**src/design/hss_consts.vh**
```
// timing, scaling and reset constants for the hall switch sequencer
`ifndef HSS_CONSTS_VH
`define HSS_CONSTS_VH

`define HSS_CLK_MHZ 125
`define HSS_OTP_LOAD_US 35
`define HSS_ISRC_SETTLE_US 5
`define HSS_CONV_US 25
`define HSS_SAMPLE_PERIOD_MS 50
`define HSS_OTP_LOAD_CYC (`HSS_OTP_LOAD_US * `HSS_CLK_MHZ)
`define HSS_ISRC_SETTLE_CYC (`HSS_ISRC_SETTLE_US * `HSS_CLK_MHZ)
`define HSS_CONV_CYC (`HSS_CONV_US * `HSS_CLK_MHZ)
`define HSS_SAMPLE_PERIOD_CYC (`HSS_SAMPLE_PERIOD_MS * 1000 * `HSS_CLK_MHZ)
`define HSS_CNT_W 24
// operate point in units of 1/80 mT: 1 mV -> 1 unit (0.0125 mT/mV)
`define HSS_POINT_W 12
// resistance code in ohms -> 1 mT per kohm is 80 units per kohm
`define HSS_RES_UNITS_PER_KOHM 80
`define HSS_HYST_UNITS 12'h050
`define HSS_OUT_RESET 1'b1

`endif

```
**src/design/hss_sequencer.v**
```verilog
// duty cycled wake, measure, decide and sleep sequencer
//
// Behaviour
// - first measurement sets output within power-on time
// - latch output, then sleep until next wake
// - output changes only when decision differs
// - first active phase loads calibration memory, 35us
// - then enable current source, settle 5us
// - last phase converts hall sensor, 25us
// - source 80uA on threshold pin during settle and conversion phases
// - threshold current off during sleep
// - read threshold pin each active period
// - setting changed in sleep applies next period
// - release point is operate minus fixed hysteresis
// - omnipolar: either polarity switches alike
// - resistor mode: 1 mT per kohm
// - voltage mode: 0.0125 mT per mV
// - push-pull output driven in both states
// - repeat cycle every 50 ms
// - power-up without field drives output high
`timescale 1ns/100ps
`include "hss_consts.vh"

module hss_sequencer
#(
    parameter [23:0] SAMPLE_PERIOD_CYC = `HSS_SAMPLE_PERIOD_CYC,
    parameter [23:0] OTP_LOAD_CYC = `HSS_OTP_LOAD_CYC,
    parameter [23:0] ISRC_SETTLE_CYC = `HSS_ISRC_SETTLE_CYC,
    parameter [23:0] CONV_CYC = `HSS_CONV_CYC
)
(
    // internal oscillator and power-on reset
    input wire clk,
    input wire resetn,
    // threshold pin reading: mode 1 = resistor (ohms), 0 = voltage (mV)
    input wire threshold_mode_res,
    input wire [15:0] threshold_code,
    // hall conversion result, signed in 1/80 mT units
    input wire [15:0] field_sample,
    // analog control
    output reg otp_load_en,
    output reg isrc_en,
    output reg conv_en,
    // push-pull output: drive enable low in reset, high from first clock after, level from latch
    output reg out_level,
    output reg out_drive_en,
    output reg active
);

    // ------------------------------------------------------------
    // input synchronisers
    // ------------------------------------------------------------
    reg mode_s1_reg, mode_s2_reg;
    reg [15:0] code_s1_reg, code_s2_reg;
    reg [15:0] fld_s1_reg, fld_s2_reg;

    always @(posedge clk or negedge resetn)
    begin
        if (!resetn)
        begin
            mode_s1_reg <= 1'b0;
            mode_s2_reg <= 1'b0;
            code_s1_reg <= 16'h0000;
            code_s2_reg <= 16'h0000;
            fld_s1_reg <= 16'h0000;
            fld_s2_reg <= 16'h0000;
        end
        else
        begin
            mode_s1_reg <= threshold_mode_res;
            mode_s2_reg <= mode_s1_reg;
            code_s1_reg <= threshold_code;
            code_s2_reg <= code_s1_reg;
            fld_s1_reg <= field_sample;
            fld_s2_reg <= fld_s1_reg;
        end
    end

    // ------------------------------------------------------------
    // threshold mapping
    // ------------------------------------------------------------
    wire [31:0] res_units;
    wire [11:0] op_map;

    // ohms * 80 / 1000 gives 1/80 mT units
    assign res_units = ({16'h0000, code_s2_reg} * 32'd`HSS_RES_UNITS_PER_KOHM) / 32'd1000;
    assign op_map = mode_s2_reg ? res_units[11:0]
                                : code_s2_reg[11:0];

    // ------------------------------------------------------------
    // sequencer
    // ------------------------------------------------------------
    localparam [1:0] ST_SLEEP = 2'b00;
    localparam [1:0] ST_OTP = 2'b01;
    localparam [1:0] ST_SETTLE = 2'b10;
    localparam [1:0] ST_CONV = 2'b11;

    reg [1:0] state_reg, state_next;
    reg [23:0] phase_cnt_reg, phase_cnt_next;
    reg [23:0] period_cnt_reg;
    reg [11:0] op_reg, op_next;
    reg out_next;
    wire [11:0] rp_now;
    wire dec_out;
    wire wake;

    // period counter runs freely from the oscillator
    assign wake = (period_cnt_reg == SAMPLE_PERIOD_CYC - 24'h000001);
    assign rp_now = (op_reg > `HSS_HYST_UNITS) ? (op_reg - `HSS_HYST_UNITS)
                                               : 12'h000;

    hss_decide u_decide
    (
        .field_sample(fld_s2_reg),
        .operate_point(op_reg),
        .release_point(rp_now),
        .out_now(out_level),
        .out_new(dec_out)
    );

    always @*
    begin
        state_next = state_reg;
        phase_cnt_next = phase_cnt_reg + 24'h000001;
        op_next = op_reg;
        out_next = out_level;
        case (state_reg)
            ST_SLEEP:
            begin
                phase_cnt_next = 24'h000000;
                if (wake)
                    state_next = ST_OTP;
            end
            ST_OTP:
            begin
                if (phase_cnt_reg == OTP_LOAD_CYC - 24'h000001)
                begin
                    state_next = ST_SETTLE;
                    phase_cnt_next = 24'h000000;
                end
            end
            ST_SETTLE:
            begin
                if (phase_cnt_reg == ISRC_SETTLE_CYC - 24'h000001)
                begin
                    state_next = ST_CONV;
                    phase_cnt_next = 24'h000000;
                    op_next = op_map;
                end
            end
            ST_CONV:
            begin
                if (phase_cnt_reg == CONV_CYC - 24'h000001)
                begin
                    state_next = ST_SLEEP;
                    phase_cnt_next = 24'h000000;
                    out_next = dec_out;
                end
            end
            default:
            begin
                state_next = ST_SLEEP;
                phase_cnt_next = 24'h000000;
            end
        endcase
    end

    // ------------------------------------------------------------
    // state and counters
    // ------------------------------------------------------------
    always @(posedge clk or negedge resetn)
    begin
        if (!resetn)
        begin
            // period counter preset to wake, so the first wake comes on the first clock after reset
            state_reg <= ST_SLEEP;
            phase_cnt_reg <= 24'h000000;
            period_cnt_reg <= SAMPLE_PERIOD_CYC - 24'h000001;
            op_reg <= 12'h000;
        end
        else
        begin
            state_reg <= state_next;
            phase_cnt_reg <= phase_cnt_next;
            period_cnt_reg <= wake ? 24'h000000 : period_cnt_reg + 24'h000001;
            op_reg <= op_next;
        end
    end

    // ------------------------------------------------------------
    // registered outputs
    // ------------------------------------------------------------
    always @(posedge clk or negedge resetn)
    begin
        if (!resetn)
        begin
            out_level <= `HSS_OUT_RESET;
            out_drive_en <= 1'b0;
            otp_load_en <= 1'b0;
            isrc_en <= 1'b0;
            conv_en <= 1'b0;
            active <= 1'b0;
        end
        else
        begin
            out_level <= out_next;
            out_drive_en <= 1'b1;
            otp_load_en <= (state_next == ST_OTP);
            isrc_en <= (state_next == ST_SETTLE) || (state_next == ST_CONV);
            conv_en <= (state_next == ST_CONV);
            active <= (state_next != ST_SLEEP);
        end
    end

    // codes outside 2..15 mT are mapped without clamping

endmodule // hss_sequencer

```
**src/design/hss_decide.v**
```verilog
// omnipolar threshold decision with hysteresis
`timescale 1ns/100ps
`include "hss_consts.vh"

module hss_decide
(
    // field and thresholds
    input wire signed [15:0] field_sample,
    input wire [11:0] operate_point,
    input wire [11:0] release_point,
    // current latched state
    input wire out_now,
    // decided state
    output reg out_new
);

    wire [15:0] mag;

    assign mag = field_sample[15] ? (16'h0000 - field_sample) : field_sample;

    always @*
    begin
        out_new = out_now;
        if (mag >= {4'h0, operate_point})
            out_new = 1'b0;
        else if (mag < {4'h0, release_point})
            out_new = 1'b1;
    end

endmodule // hss_decide

```
**config.mk**
```make
export PLATFORM = sky130hd
export DESIGN_NAME = hss_sequencer
export DESIGN_NICKNAME = d
export VERILOG_FILES = /design/src/design/hss_sequencer.v /design/src/design/hss_decide.v
export VERILOG_INCLUDE_DIRS = /design/src /design/src/design
export SDC_FILE = /design/constraint.sdc
export NUM_CORES = 1
export LEC_CHECK = 0
export BUFFER_PORTS_ARGS = -buffer_cell sky130_fd_sc_hd__buf_2
export CORE_MARGIN = 5
export CORE_UTILIZATION = 48
export DETAILED_ROUTE_END_ITERATION = 8
export GPL_TIMING_DRIVEN = 1
export PLACE_DENSITY = 0.67
export SYNTH_ARGS = -nofsm -noshare
export SYNTH_HDL_FRONTEND = slang
export SYNTH_HIERARCHICAL = 1
export SYNTH_SLANG_ARGS = --single-unit
export TNS_END_PERCENT = 10
```
**constraint.sdc**
```tcl
create_clock -name clk -period 11.9 [get_ports clk]
set_input_delay 1.785 -clock clk [delete_from_list [all_inputs] [get_ports clk]]
set_output_delay 1.785 -clock clk [all_outputs]
set_load 0.05 [all_outputs]
```
# Yosys cells after proc, flatten, opt, wreduce, memory -nomap -nowiden
# Cells that the tools add are included.
# Widths: inputs -> output; s select.
# totals
ff_bits	134
in_bits	35
output_inout_bits	6
word_cells	56
# classes
addsub	4
multipliers	1
div_mod_pow	1
magnitude_cmp	3
eq_ne	10
n_mux	15
reduce_logical	6
# op_table
cell	n
$mux 24	4
$pmux 24 s4	1
$add 24x1->24 const B	2
$div 23x10->32 const B	1
$eq 24x10->1 const B	1
$eq 24x12->1 const B	1
$eq 24x13->1 const B	1
$eq 24x23->1 const B	1
$mux 12	2
$mul 16x3->19 const B	1
$ge 16x12->1	1
$lt 16x12->1	1
$mux 16	1
$sub 1x16->16 const A	1
$gt 12x7->1 const B	1
$sub 12x7->12 const B	1
$eq 2x2->1 const B	4
$mux 2	4
$pmux 2 s4	1
$eq 2x1->1 const B	2
$reduce_bool 2->1	2
$reduce_and 3->1	1
$logic_not 2->1	1
$mux 1	2
other kinds (2)	2

# Logic depth before layout (Yosys ltp)
# Gate-level depths: netlist (run 1).
# depth
depth_word	5
mapped_depth	52
ltp_nobuf	44

# By module
# The synthesis (run 1) kept the hierarchy.
# by_module_without_submodules
mod	instances	cells_per_inst	area_each_um2	seq_area_each_um2
hss_sequencer	1	1087	9738.1	3373.2
hss_decide	1	126	889.6	0.0

# Worst setup path before layout (run 1)
# No wires, ideal clock.
# synth_path
kind	register to register
start	register code_s2_reg[3]
end	register op_reg[0]
setup_ps	92
t_arrival_ps	11047
required_ps	11808
path_slack_ps	761
stages_incl_launch_ff	46
path_buffers	2
synth_period_minus_slack_ps	11139
cell_sequence	dfrtp_1 > ha_1 > ha_1 > inv_1 > fa_1 > nand2b_1 > a21oi_4 > o21a_1 > o211a_4 > nand3b_1 > o41ai_4 > o211a_1 > o31a_4 > mux2_4 > a32oi_4 > mux2i_1 > xnor2_1 > a2111oi_4 > (+10 left out) > o21a_2 > xnor2_2 > o21ai_0 > a41oi_1 > o311a_1 > nor3_1 > nor2_1 > ha_1 > clkbuf_1 > a221oi_1 > o311a_1 > nor4_1 > a311o_1 > xor2_1 > a2bb2oi_1 > o32a_1 > o211a_1 > o31ai_2
# synth_via
elab_chain_cells	3
# synth_lines
element	line	text
start, declared	hss_sequencer.v:54	reg [15:0] code_s1_reg, code_s2_reg;
start signal, assigned	hss_sequencer.v:73	code_s2_reg <= code_s1_reg;
$mul 16x3->19 (no line)	--	
$div 23x10->32	hss_sequencer.v:86	assign res_units = ({16'h0000, code_s2_reg} * 32'd`HSS_RES_UNITS_PER_KOHM) / 32'd1000;
$mux 12	hss_sequencer.v:87	assign op_map = mode_s2_reg ? res_units[11:0]
end signal, assigned	hss_sequencer.v:186	op_reg <= op_next;
end, declared	hss_sequencer.v:101	reg [11:0] op_reg, op_next;
# Every way passes these cells.
# A chain may end at the register's enable or synchronous reset.

# Worst setup path in the final report (run 1)
# Ends and elaborated chain as after synthesis.

==> results of run 1 <==
[metrics by stage]
| step | area [um^2] | instances | TNS, ns | setup WS [ns] | util, % |
|---|---|---|---|---|---|
| finish | 12200 | 1578 | 0 | 0.422 | 56.0 |
| CTS | 11900 | 1564 | 0 | 0.0910 | 54.3 |
| floorplan | 10600 | 1213 | 0 | 0.761 | - |
| global placement | 11300 | 1532 | 0 | 0.343 | 51.6 |
| global route | 12200 | 1578 | -0.106 | -0.106 | 56.0 |
| detailed placement | 11300 | 1532 | 0 | 0.168 | 51.6 |
[cell usage after synthesis (5+ instances only)]
master | count | area share (%)
xnor2_1 | 56 | 4.6
a21o_1 | 12 | 0.85
and2_1 | 14 | 0.82
buf_2 | 10 | 0.47
o31ai_1 | 10 | 0.71
o41ai_1 | 5 | 0.41
mux2i_1 | 16 | 1.5
o211a_1 | 6 | 0.57
or4_1 | 9 | 0.64
nor3_1 | 31 | 1.5
ha_1 | 60 | 7.1
a21oi_1 | 59 | 2.8
o211ai_2 | 5 | 0.59
and3_1 | 19 | 1.1
nor4_1 | 14 | 0.82
nor2b_1 | 13 | 0.77
a211oi_2 | 6 | 0.71
or3_1 | 11 | 0.65
o2111ai_1 | 5 | 0.41
a31oi_1 | 14 | 0.82
o221ai_1 | 5 | 0.41
clkbuf_1 | 19 | 0.67
o21ai_0 | 58 | 2.7
dfstp_2 | 16 | 4.0
nand3_1 | 53 | 2.5
a211o_1 | 6 | 0.49
o21a_1 | 10 | 0.71
nand4_1 | 18 | 1.1
a221oi_1 | 6 | 0.49
inv_1 | 52 | 1.8
a211oi_1 | 12 | 0.85
nand2_1 | 106 | 3.7
or2_2 | 6 | 0.35
nand2b_1 | 17 | 1.0
dfrtp_1 | 118 | 28
nor2_1 | 126 | 4.5
o21ai_1 | 8 | 0.38
xor2_1 | 37 | 3.0
o211ai_1 | 22 | 1.6
[worst max path at each step]
stage / to / startpoint / slack (ns) / cells after the start
floorplan: op_reg[0] / code_s2_reg[3] / 0.76 / 45
global placement: op_reg[0] / code_s2_reg[3] / 0.34 / 44
detailed placement: op_reg[0] / code_s2_reg[3] / 0.17 / 43
CTS: op_reg[0] / code_s2_reg[3] / 0.09 / 43
global route: op_reg[0] / code_s2_reg[3] / -0.11 / 46
finish: op_reg[0] / code_s2_reg[3] / 0.42 / 47
[critical path: cells and delay by family, from the launching register on]
family | cells | cell delay [ns]
AO/OA/AOI/OAI | 28 | 7.22
XOR/XNOR | 1 | 0.15
adder cells (fa/ha/maj) | 4 | 1.09
buffers and inverters | 4 | 0.58
flip-flops | 1 | 0.40
AND/OR/NAND/NOR | 7 | 0.76
multiplexers | 3 | 1.15
[cells by family (layout without fill, tap and decap cells)]
kind of cell | Yosys count | after routing | share of synthesized area (%)
other | 1 | 1 | 0.0353
buffers and inverters | 87 | 172 | 3.51
and+or+nand+nor | 475 | 475 | 22.7
DFF | 134 | 134 | 31.7
adders and majority gates | 67 | 67 | 7.85
xor gates and xnor gates | 95 | 95 | 7.97
AOI/OAI and AO/OA | 332 | 332 | 24.0
muxes | 22 | 22 | 2.21
[repair_timing]
| action | 4_1_cts | 5_1_grt |
|---|---|---|
| setup buffers | 0 | 14 |
| setup endpoints to repair | 0 | 2 |
| resized for setup | 0 | 50 |
[cell type report]
cell class                 count  area (um^2)
fill                        1936         9610
inverter                      53          199
tap                          280          350
multi-input combinational    992         7150
sequential                   134         3370
clock inverter                15          161
clock buffer                  17          425
timing repair buffer          87          559
[cells in the final DEF (no fill, tap or decap), types with 11 or more instances in the layout]
master and n:
a21o_1 12, dfrtp_1 118, nand4_1 18, nor4_1 13, xnor2_1 53, and2_1 14, nand2_1 106, a21oi_1 58
o21ai_0 57, nand3_1 53, nor2_1 122, nand2b_1 16, inv_1 52, and3_1 17, buf_4 47, ha_1 58
buf_2 39, nor3_1 25, o211ai_1 22, a31oi_1 14, nor2b_1 13, clkbuf_16 17, a211oi_1 11, xor2_1 37
dfstp_2 16
[layer usage]
metal | GRT usage [%] | share of wire (%) | vias up | routed length (um)
met2 | 30.2 | 47 | 171 | 11600
met1 | 26.5 | 49 | 4441 | 12000
met5 | 0 | 0 | - | 0
li1 | - | - | 4646 | -
met3 | 3.24 | 2.7 | 38 | 674
met4 | 5.55 | 1.8 | 0 | 433
==> results.py, run 1 <==
metrics = {
    "timing": {
        "period_share_pct": 96.5,
        "hold_viol_final": 0,
        "period_needed_ns": 11.48,
        "clock_skew_ns": 0.00939,
        "holdWs_ns": 0.346,
        "worstMarginPinSlew_ns": 1.14,
        "finalSetupViolCount": 0,
        "slew-limit-headroom_pct": 23.8,
        "finalMaxSlewViolations": 0,
        "max_freq_mhz": 87.1,
    },
    "run_status": {
        "outcome": "complete, no violations",
    },
    "logic_synthesis": {
        "ys_ff_latch": 134,
        "ys_warn_count": 6,
        "synthFlopType": "dfrtp_1",
        "synth.cell_area_mm2": 0.0106,
        "async_reset_ff_share_pct": 100,
        "syn_avg_cell_area_um2": 8.76,
        "synth_nets": 1309,
        "synth_edf_count": 0,
        "syn_inst": 1213,
        "yosysSeqAreaShare_pct": 31.7,
        "synth_cell_types": 119,
    },
    "setup_path": {
        "critPathRequiredTime_ns": 12.22,
        "worst_r2r_path_depth": 47,
        "crit_path_frequent_cell": "buf_4",
        "cp_data_arrival_time_ns": 11.80,
        "reg2reg_to": "op_reg[0]",
        "startpoint_type": "register",
        "rr_startpoint": "code_s2_reg[3]",
        "cpPeakStageDelay_ns": 0.49,
        "crit_path_max_fanout": 10,
        "crit_type": "register to register",
        "rrSetupSlack_ns": 0.42,
        "cp_slowest_cell": "a2111oi_4",
        "critPathCaptureType": "register",
    },
    "worst_hold_path": {
        "hp-class": "register to register",
        "holdPathStages": 0,
        "min-delay-start": "code_s1_reg[2]",
        "min_to": "code_s2_reg[2]",
    },
    "routing": {
        "drc_errors": 0,
        "dr.pass1.iters": 5,
        "vias": 9296,
        "drtAntennaViolNets": 0,
        "drt-total-wl_um": 24700,
        "drt_iter0_drc": 524,
        "viasPerCell": 5.89,
        "post_drt_wl_per_cell_um": 15.6,
    },
    "global_routing": {
        "grt_pass1_wl_um": 41500,
        "grt_usage_pct": 18.9,
        "grt_pass1_vias": 8846,
        "gr-total-overflow": 0,
        "grt_max_degree": 76,
        "antenna_found_initial": 0,
    },
    "die": {
        "floorplan.initialDensity_pct": 48.7,
        "core_area_mm2": 0.0218,
        "ios": 41,
        "die_w_um": 159,
        "num_rows": 54,
        "dieArea_mm2": 0.0252,
        "die_h_um": 159,
    },
    "final_layout": {
        "syn_to_final_growth_pct": 14.9,
        "layout-drive-gt1-share_pct": 19.1,
        "num_antenna_cells": 0,
        "layout.nets": 1381,
    },
    "cts": {
        "clock_latency_ns": 0.42,
        "cts.clk_slew.worst_paths_ns": 0.06,
        "htreeDepth": 4,
        "clock_path_buffers": 2,
        "clkSinkCount": 134,
        "ctsHoldBuffers": 0,
        "cts_tree": "done",
        "cts_buffers": 17,
        "clockRootBuffer": "clkbuf_16",
    },
    "place": {
        "gp_congestion": 0.908,
        "portBuffers": 40,
        "dp_hpwl_um": 18200,
    },
    "job": {
        "max_cap_violations": 0,
    },
}
Power of run 1 is left out: the tool's default activity adds up to more than one toggle a clock period on the data nets, which glitch-free logic cannot reach.
==> inputs of run 2 (changes only) <==
Settings changed: PLACE_DENSITY 0.67 to default.
Clock period 11.9 ns to 12.2 ns, I/O delays scaled along.
==> run 2 against run 1 <==
Against the previous run: core utilization shrank 0.77 points; global-route usage is 0.14 points higher; setup slack improved by 0.16 ns; wire length is 1.3% lower; die area unchanged; maximum frequency down 1.2%; clock skew barely moved; first-iteration DRC count is 8.8% higher; design area down 1.4%; highest routed layer unchanged; cell count down 0.76%; critical path depth fell by 3; count of clock-buffer cells in the layout up 1.
==> results.py, run 2 (synthesized netlist as in run 1, its figures left out) <==
metrics = {
    "run_status": {
        "outcome": "complete, no violations",
    },
    "global_routing": {
        "grt_pass1_wl_um": 42000,
        "antenna_found_initial": 0,
        "grt_max_degree": 82,
        "grt_pass1_vias": 8605,
        "gr-total-overflow": 0,
        "grt_usage_pct": 19.1,
    },
    "timing": {
        "hold_viol_final": 0,
        "period_share_pct": 95.2,
        "max_freq_mhz": 86.1,
        "finalSetupViolCount": 0,
        "clock_skew_ns": 0.00985,
        "worstMarginPinSlew_ns": 0.993,
        "period_needed_ns": 11.61,
        "slew-limit-headroom_pct": 33.3,
        "finalMaxSlewViolations": 0,
    },
    "place": {
        "dp_hpwl_um": 18300,
        "portBuffers": 40,
        "gp_congestion": 0.859,
        "dp_cells": 1525,
    },
    "final_layout": {
        "num_antenna_cells": 0,
        "layout.cells.most_common_list": "nor2_1, dfrtp_1, nand2_1",
        "final_cells": 1566,
        "layout-drive-gt1-share_pct": 17.0,
        "final_common_cell": "nor2_1",
        "syn_to_final_growth_pct": 13.4,
        "layout.nets": 1369,
    },
    "routing": {
        "drtAntennaViolNets": 0,
        "wl_met3_um": 720,
        "top_layer_used": "met4",
        "viasPerCell": 5.83,
        "met1_length_um": 12300,
        "wl_met2_um": 11100,
        "drt-total-wl_um": 24300,
        "drt_iter0_drc": 570,
        "drc_errors": 0,
        "dr.pass1.iters": 5,
        "post_drt_wl_per_cell_um": 15.5,
        "vias": 9125,
    },
    "cts": {
        "cts.clk_slew.worst_paths_ns": 0.06,
        "cts_buffers": 17,
        "cts_tree": "done",
        "clockRootBuffer": "clkbuf_16",
        "ctsHoldBuffers": 0,
        "clock_path_buffers": 2,
        "clkSinkCount": 134,
        "htreeDepth": 4,
        "clock_latency_ns": 0.41,
    },
    "die": {
        "dieArea_mm2": 0.0252,
        "ios": 41,
        "floorplan.initialDensity_pct": 48.7,
        "num_rows": 54,
        "die_h_um": 159,
        "die_w_um": 159,
        "core_area_mm2": 0.0218,
    },
    "setup_path": {
        "cp_data_arrival_time_ns": 11.93,
        "critPathRequiredTime_ns": 12.51,
        "cpPeakStageDelay_ns": 0.53,
        "cp.depth": 44,
        "crit_path_max_fanout": 12,
        "critPathCaptureType": "register",
        "startpoint_type": "register",
        "worst_r2r_path_depth": 44,
        "critPathTopFamily": "compound AO/OA/AOI/OAI gates",
        "cp.buffers_inverters": 1,
        "crit_type": "register to register",
        "cp_slowest_cell": "or4_1",
    },
    "worst_hold_path": {
        "hp-class": "register to register",
        "holdPathStages": 0,
    },
    "job": {
        "max_cap_violations": 0,
    },
}
## run 2: cell count changes in the layout (fill, tap and decap cells not counted), sizes merged
cell	previous run	this run
bufinv	1	2
inv	61	56
clkbuf	17	18
buf	87	75
clkinvlp	1	3
clkinv	5	6
## run 2: worst paths after layout
| check | startpoint | endpoint | slack, ns |
|---|---|---|---|
| max in group asynchronous | resetn | op_reg[7] | 9.47 |
| setup / recovery | code_s2_reg[3] | op_reg[0] | 0.59 |
| setup reg to reg | code_s2_reg[3] | op_reg[0] | 0.59 |
| hold / removal | code_s1_reg[10] | code_s2_reg[10] | 0.34 |
| hold reg to reg | code_s1_reg[10] | code_s2_reg[10] | 0.34 |
| min in group asynchronous | resetn | phase_cnt_reg[9] | 1.35 |
## run 2: layout make-up
class	count	area (um^2)
Timing Repair Buffer	75	482
Clock inverter	14	150
Fill cell	2011	9780
Multi-Input combinational cell	992	7050
Inverter	53	199
Tap cell	280	350
Sequential cell	134	3370
Clock buffer	18	439
## run 2: repair_timing
action	CTS	global route
gates resized for setup	0	32
setup endpoints to repair	0	2
setup buffers	0	9
## run 2: routing by layer
layer | GRT usage (%) | vias up
met1 | 28.6 | 4287
met5 | 0 | -
met3 | 2.57 | 19
met2 | 29.3 | 190
met4 | 4.26 | 0
li1 | - | 4629
## run 2: per-stage QoR
stage	TNS, ns	instance area [um^2]	hold slack, ns	utilization (%)	setup WS [ns]
6_report	0	12000	0.341	55.2	0.586
5_1_grt	-0.0250	12000	0.349	55.2	-0.0250
4_1_cts	0	11800	0.345	54.0	0.165
3_5_place_dp	0	11200	0.335	51.3	0.230
3_3_place_gp	0	11200	0.332	51.3	0.421
2_1_floorplan	0	10600	0.331	-	1.06
Power of run 2 is left out for the same reason.
==> inputs of run 3 (changes only) <==
Clock period 12.2 ns to 14.35 ns, I/O delays scaled along.
==> run 3 against run 2 <==
Against the previous run: critical path depth did not move; register-to-register slack improved by 0.60 ns; maximum frequency fell by 12%; cell count fell by 1.9%; global-route usage fell by 0.44 points; non-clock buffer count fell by 30; count of clock-buffer cells in the layout did not move; wire length fell by 2.8%; die area did not move; core utilization fell by 2.0 points; highest routed layer unchanged.
==> results.py, run 3 (synthesized netlist as in run 1, its figures left out) <==
metrics = {
    "timing": {
        "clock_skew_ns": 0.00586,
        "worstMarginPinSlew_ns": 1.05,
        "slew-limit-headroom_pct": 27.8,
        "period_needed_ns": 13.16,
        "hold_viol_final": 0,
        "max_freq_mhz": 76.0,
        "finalSetupViolCount": 0,
        "rsz0062_at_grt": "no",
        "period_share_pct": 91.7,
        "finalMaxSlewViolations": 0,
        "setup_tns_ns": 0,
    },
    "worst_hold_path": {
        "min_to": "code_s2_reg[6]",
        "min-delay-start": "code_s1_reg[6]",
        "hp-class": "register to register",
        "holdPathStages": 0,
    },
    "cts": {
        "clockRootBuffer": "clkbuf_16",
        "cts_tree": "done",
        "htreeDepth": 4,
        "cts_buffers": 17,
        "ctsHoldBuffers": 0,
        "cts.clk_slew.worst_paths_ns": 0.06,
        "post_cts_resized": 0,
        "clock_latency_ns": 0.41,
        "clock_path_buffers": 2,
        "post_cts_buffers": 0,
        "clkSinkCount": 134,
    },
    "final_layout": {
        "multi_input_comb_area_mm2": 0.00688,
        "syn_to_final_growth_pct": 9.28,
        "nFillCells": 2000,
        "layout.cells.most_common_list": "nor2_1, dfrtp_1, nand2_1",
        "stdcell_area_mm2": 0.0116,
        "seq_area_mm2": 0.00337,
        "layout-drive-gt1-share_pct": 13.2,
        "num_antenna_cells": 0,
        "layout.nets": 1339,
        "final_common_cell": "nor2_1",
    },
    "setup_path": {
        "rr_startpoint": "code_s2_reg[1]",
        "critPathRequiredTime_ns": 14.66,
        "worst_r2r_path_depth": 44,
        "startpoint_type": "register",
        "cpPeakStageDelay_ns": 0.90,
        "crit_type": "register to register",
        "critPathTopFamily": "compound AO/OA/AOI/OAI gates",
        "cp.buffers_inverters": 2,
        "cp_slowest_cell": "mux2i_1",
        "rrSetupSlack_ns": 1.19,
        "cp_data_arrival_time_ns": 13.48,
        "crit_path_max_fanout": 13,
        "critPathCaptureType": "register",
        "reg2reg_to": "op_reg[0]",
    },
    "routing": {
        "drt-total-wl_um": 23700,
        "drtAntennaViolNets": 0,
        "vias": 9035,
        "post_drt_wl_per_cell_um": 15.4,
        "dr.pass1.iters": 7,
        "viasPerCell": 5.88,
        "drt_iter0_drc": 546,
        "drc_errors": 0,
    },
    "die": {
        "dieArea_mm2": 0.0252,
        "die_w_um": 159,
        "die_h_um": 159,
        "ios": 41,
        "core_area_mm2": 0.0218,
        "floorplan.initialDensity_pct": 48.7,
        "num_rows": 54,
    },
    "global_routing": {
        "grt_max_degree": 69,
        "grt_pass1_wl_um": 41000,
        "grt_pass1_vias": 8519,
        "gr-total-overflow": 0,
        "grt_usage_pct": 18.6,
        "antenna_found_initial": 0,
    },
    "run_status": {
        "outcome": "complete, no violations",
    },
    "job": {
        "max_cap_violations": 0,
    },
    "place": {
        "placed_area_mm2": 0.0110,
        "gp_congestion": 0.868,
        "portBuffers": 40,
        "dp_hpwl_um": 18000,
    },
}
run 3: cell count changes in the layout (fill, tap and decap cells not counted), moves of 3 or more:
cell and change:
nor3_1 +3, nor3_2 -3, nor2_1 +3, buf_4 -29
mux2i_1 +3, mux2i_2 -3, nor2_2 -3
run 3: worst reg2reg max path: cells and delay by family, from the launching register on:
kind / cells / cell delay, ns
muxes: 3 / 1.64
buffers and inverters: 2 / 0.16
xor gates and xnor gates: 2 / 0.35
AOI/OAI and AO/OA: 24 / 7.46
adders and majority gates: 4 / 1.29
and+or+nand+nor: 9 / 1.69
DFF: 1 / 0.52
run 3: worst max path at each step:
| stage | startpoint | end | slack [ns] | depth (start not counted) |
|---|---|---|---|---|
| 2_1_floorplan | code_s2_reg[3] | op_reg[0] | 3.21 | 45 |
| 3_3_place_gp | code_s2_reg[1] | op_reg[0] | 1.60 | 44 |
| 3_5_place_dp | code_s2_reg[1] | op_reg[0] | 1.36 | 44 |
| 4_1_cts | code_s2_reg[1] | op_reg[0] | 1.31 | 44 |
| 5_1_grt | code_s2_reg[1] | op_reg[0] | 0.06 | 44 |
| 6_report | code_s2_reg[1] | op_reg[0] | 1.19 | 44 |
run 3: final cells by class:
type                            count  share of cell area [%]
Timing Repair Buffer               45                    2.10
Sequential cell                   134                    29.0
Clock buffer                       18                    3.78
Multi-Input combinational cell    992                    59.3
Inverter                           53                    1.71
Tap cell                          280                    3.02
Clock inverter                     14                    1.09
run 3: stage by stage:
step / hold WS (ns) / util (%) / setup WS, ns / cells
6_report: 0.343 / 53.2 / 1.19 / 1536
5_1_grt: 0.351 / 53.2 / 0.0573 / 1536
4_1_cts: 0.346 / 53.2 / 1.31 / 1536
3_5_place_dp: 0.335 / 50.6 / 1.36 / 1504
3_3_place_gp: 0.332 / 50.6 / 1.60 / 1504
2_1_floorplan: 0.331 / - / 3.21 / 1213
run 3: metal layers:
layer / wire, um / share of wire, % / track usage, %
met4: 353 / 1.5 / 5.51
met3: 795 / 3.4 / 2.64
met2: 10500 / 44 / 28.4
met1: 12000 / 51 / 27.5
met5: 0 / 0 / 0
Power of run 3 is left out for the same reason.
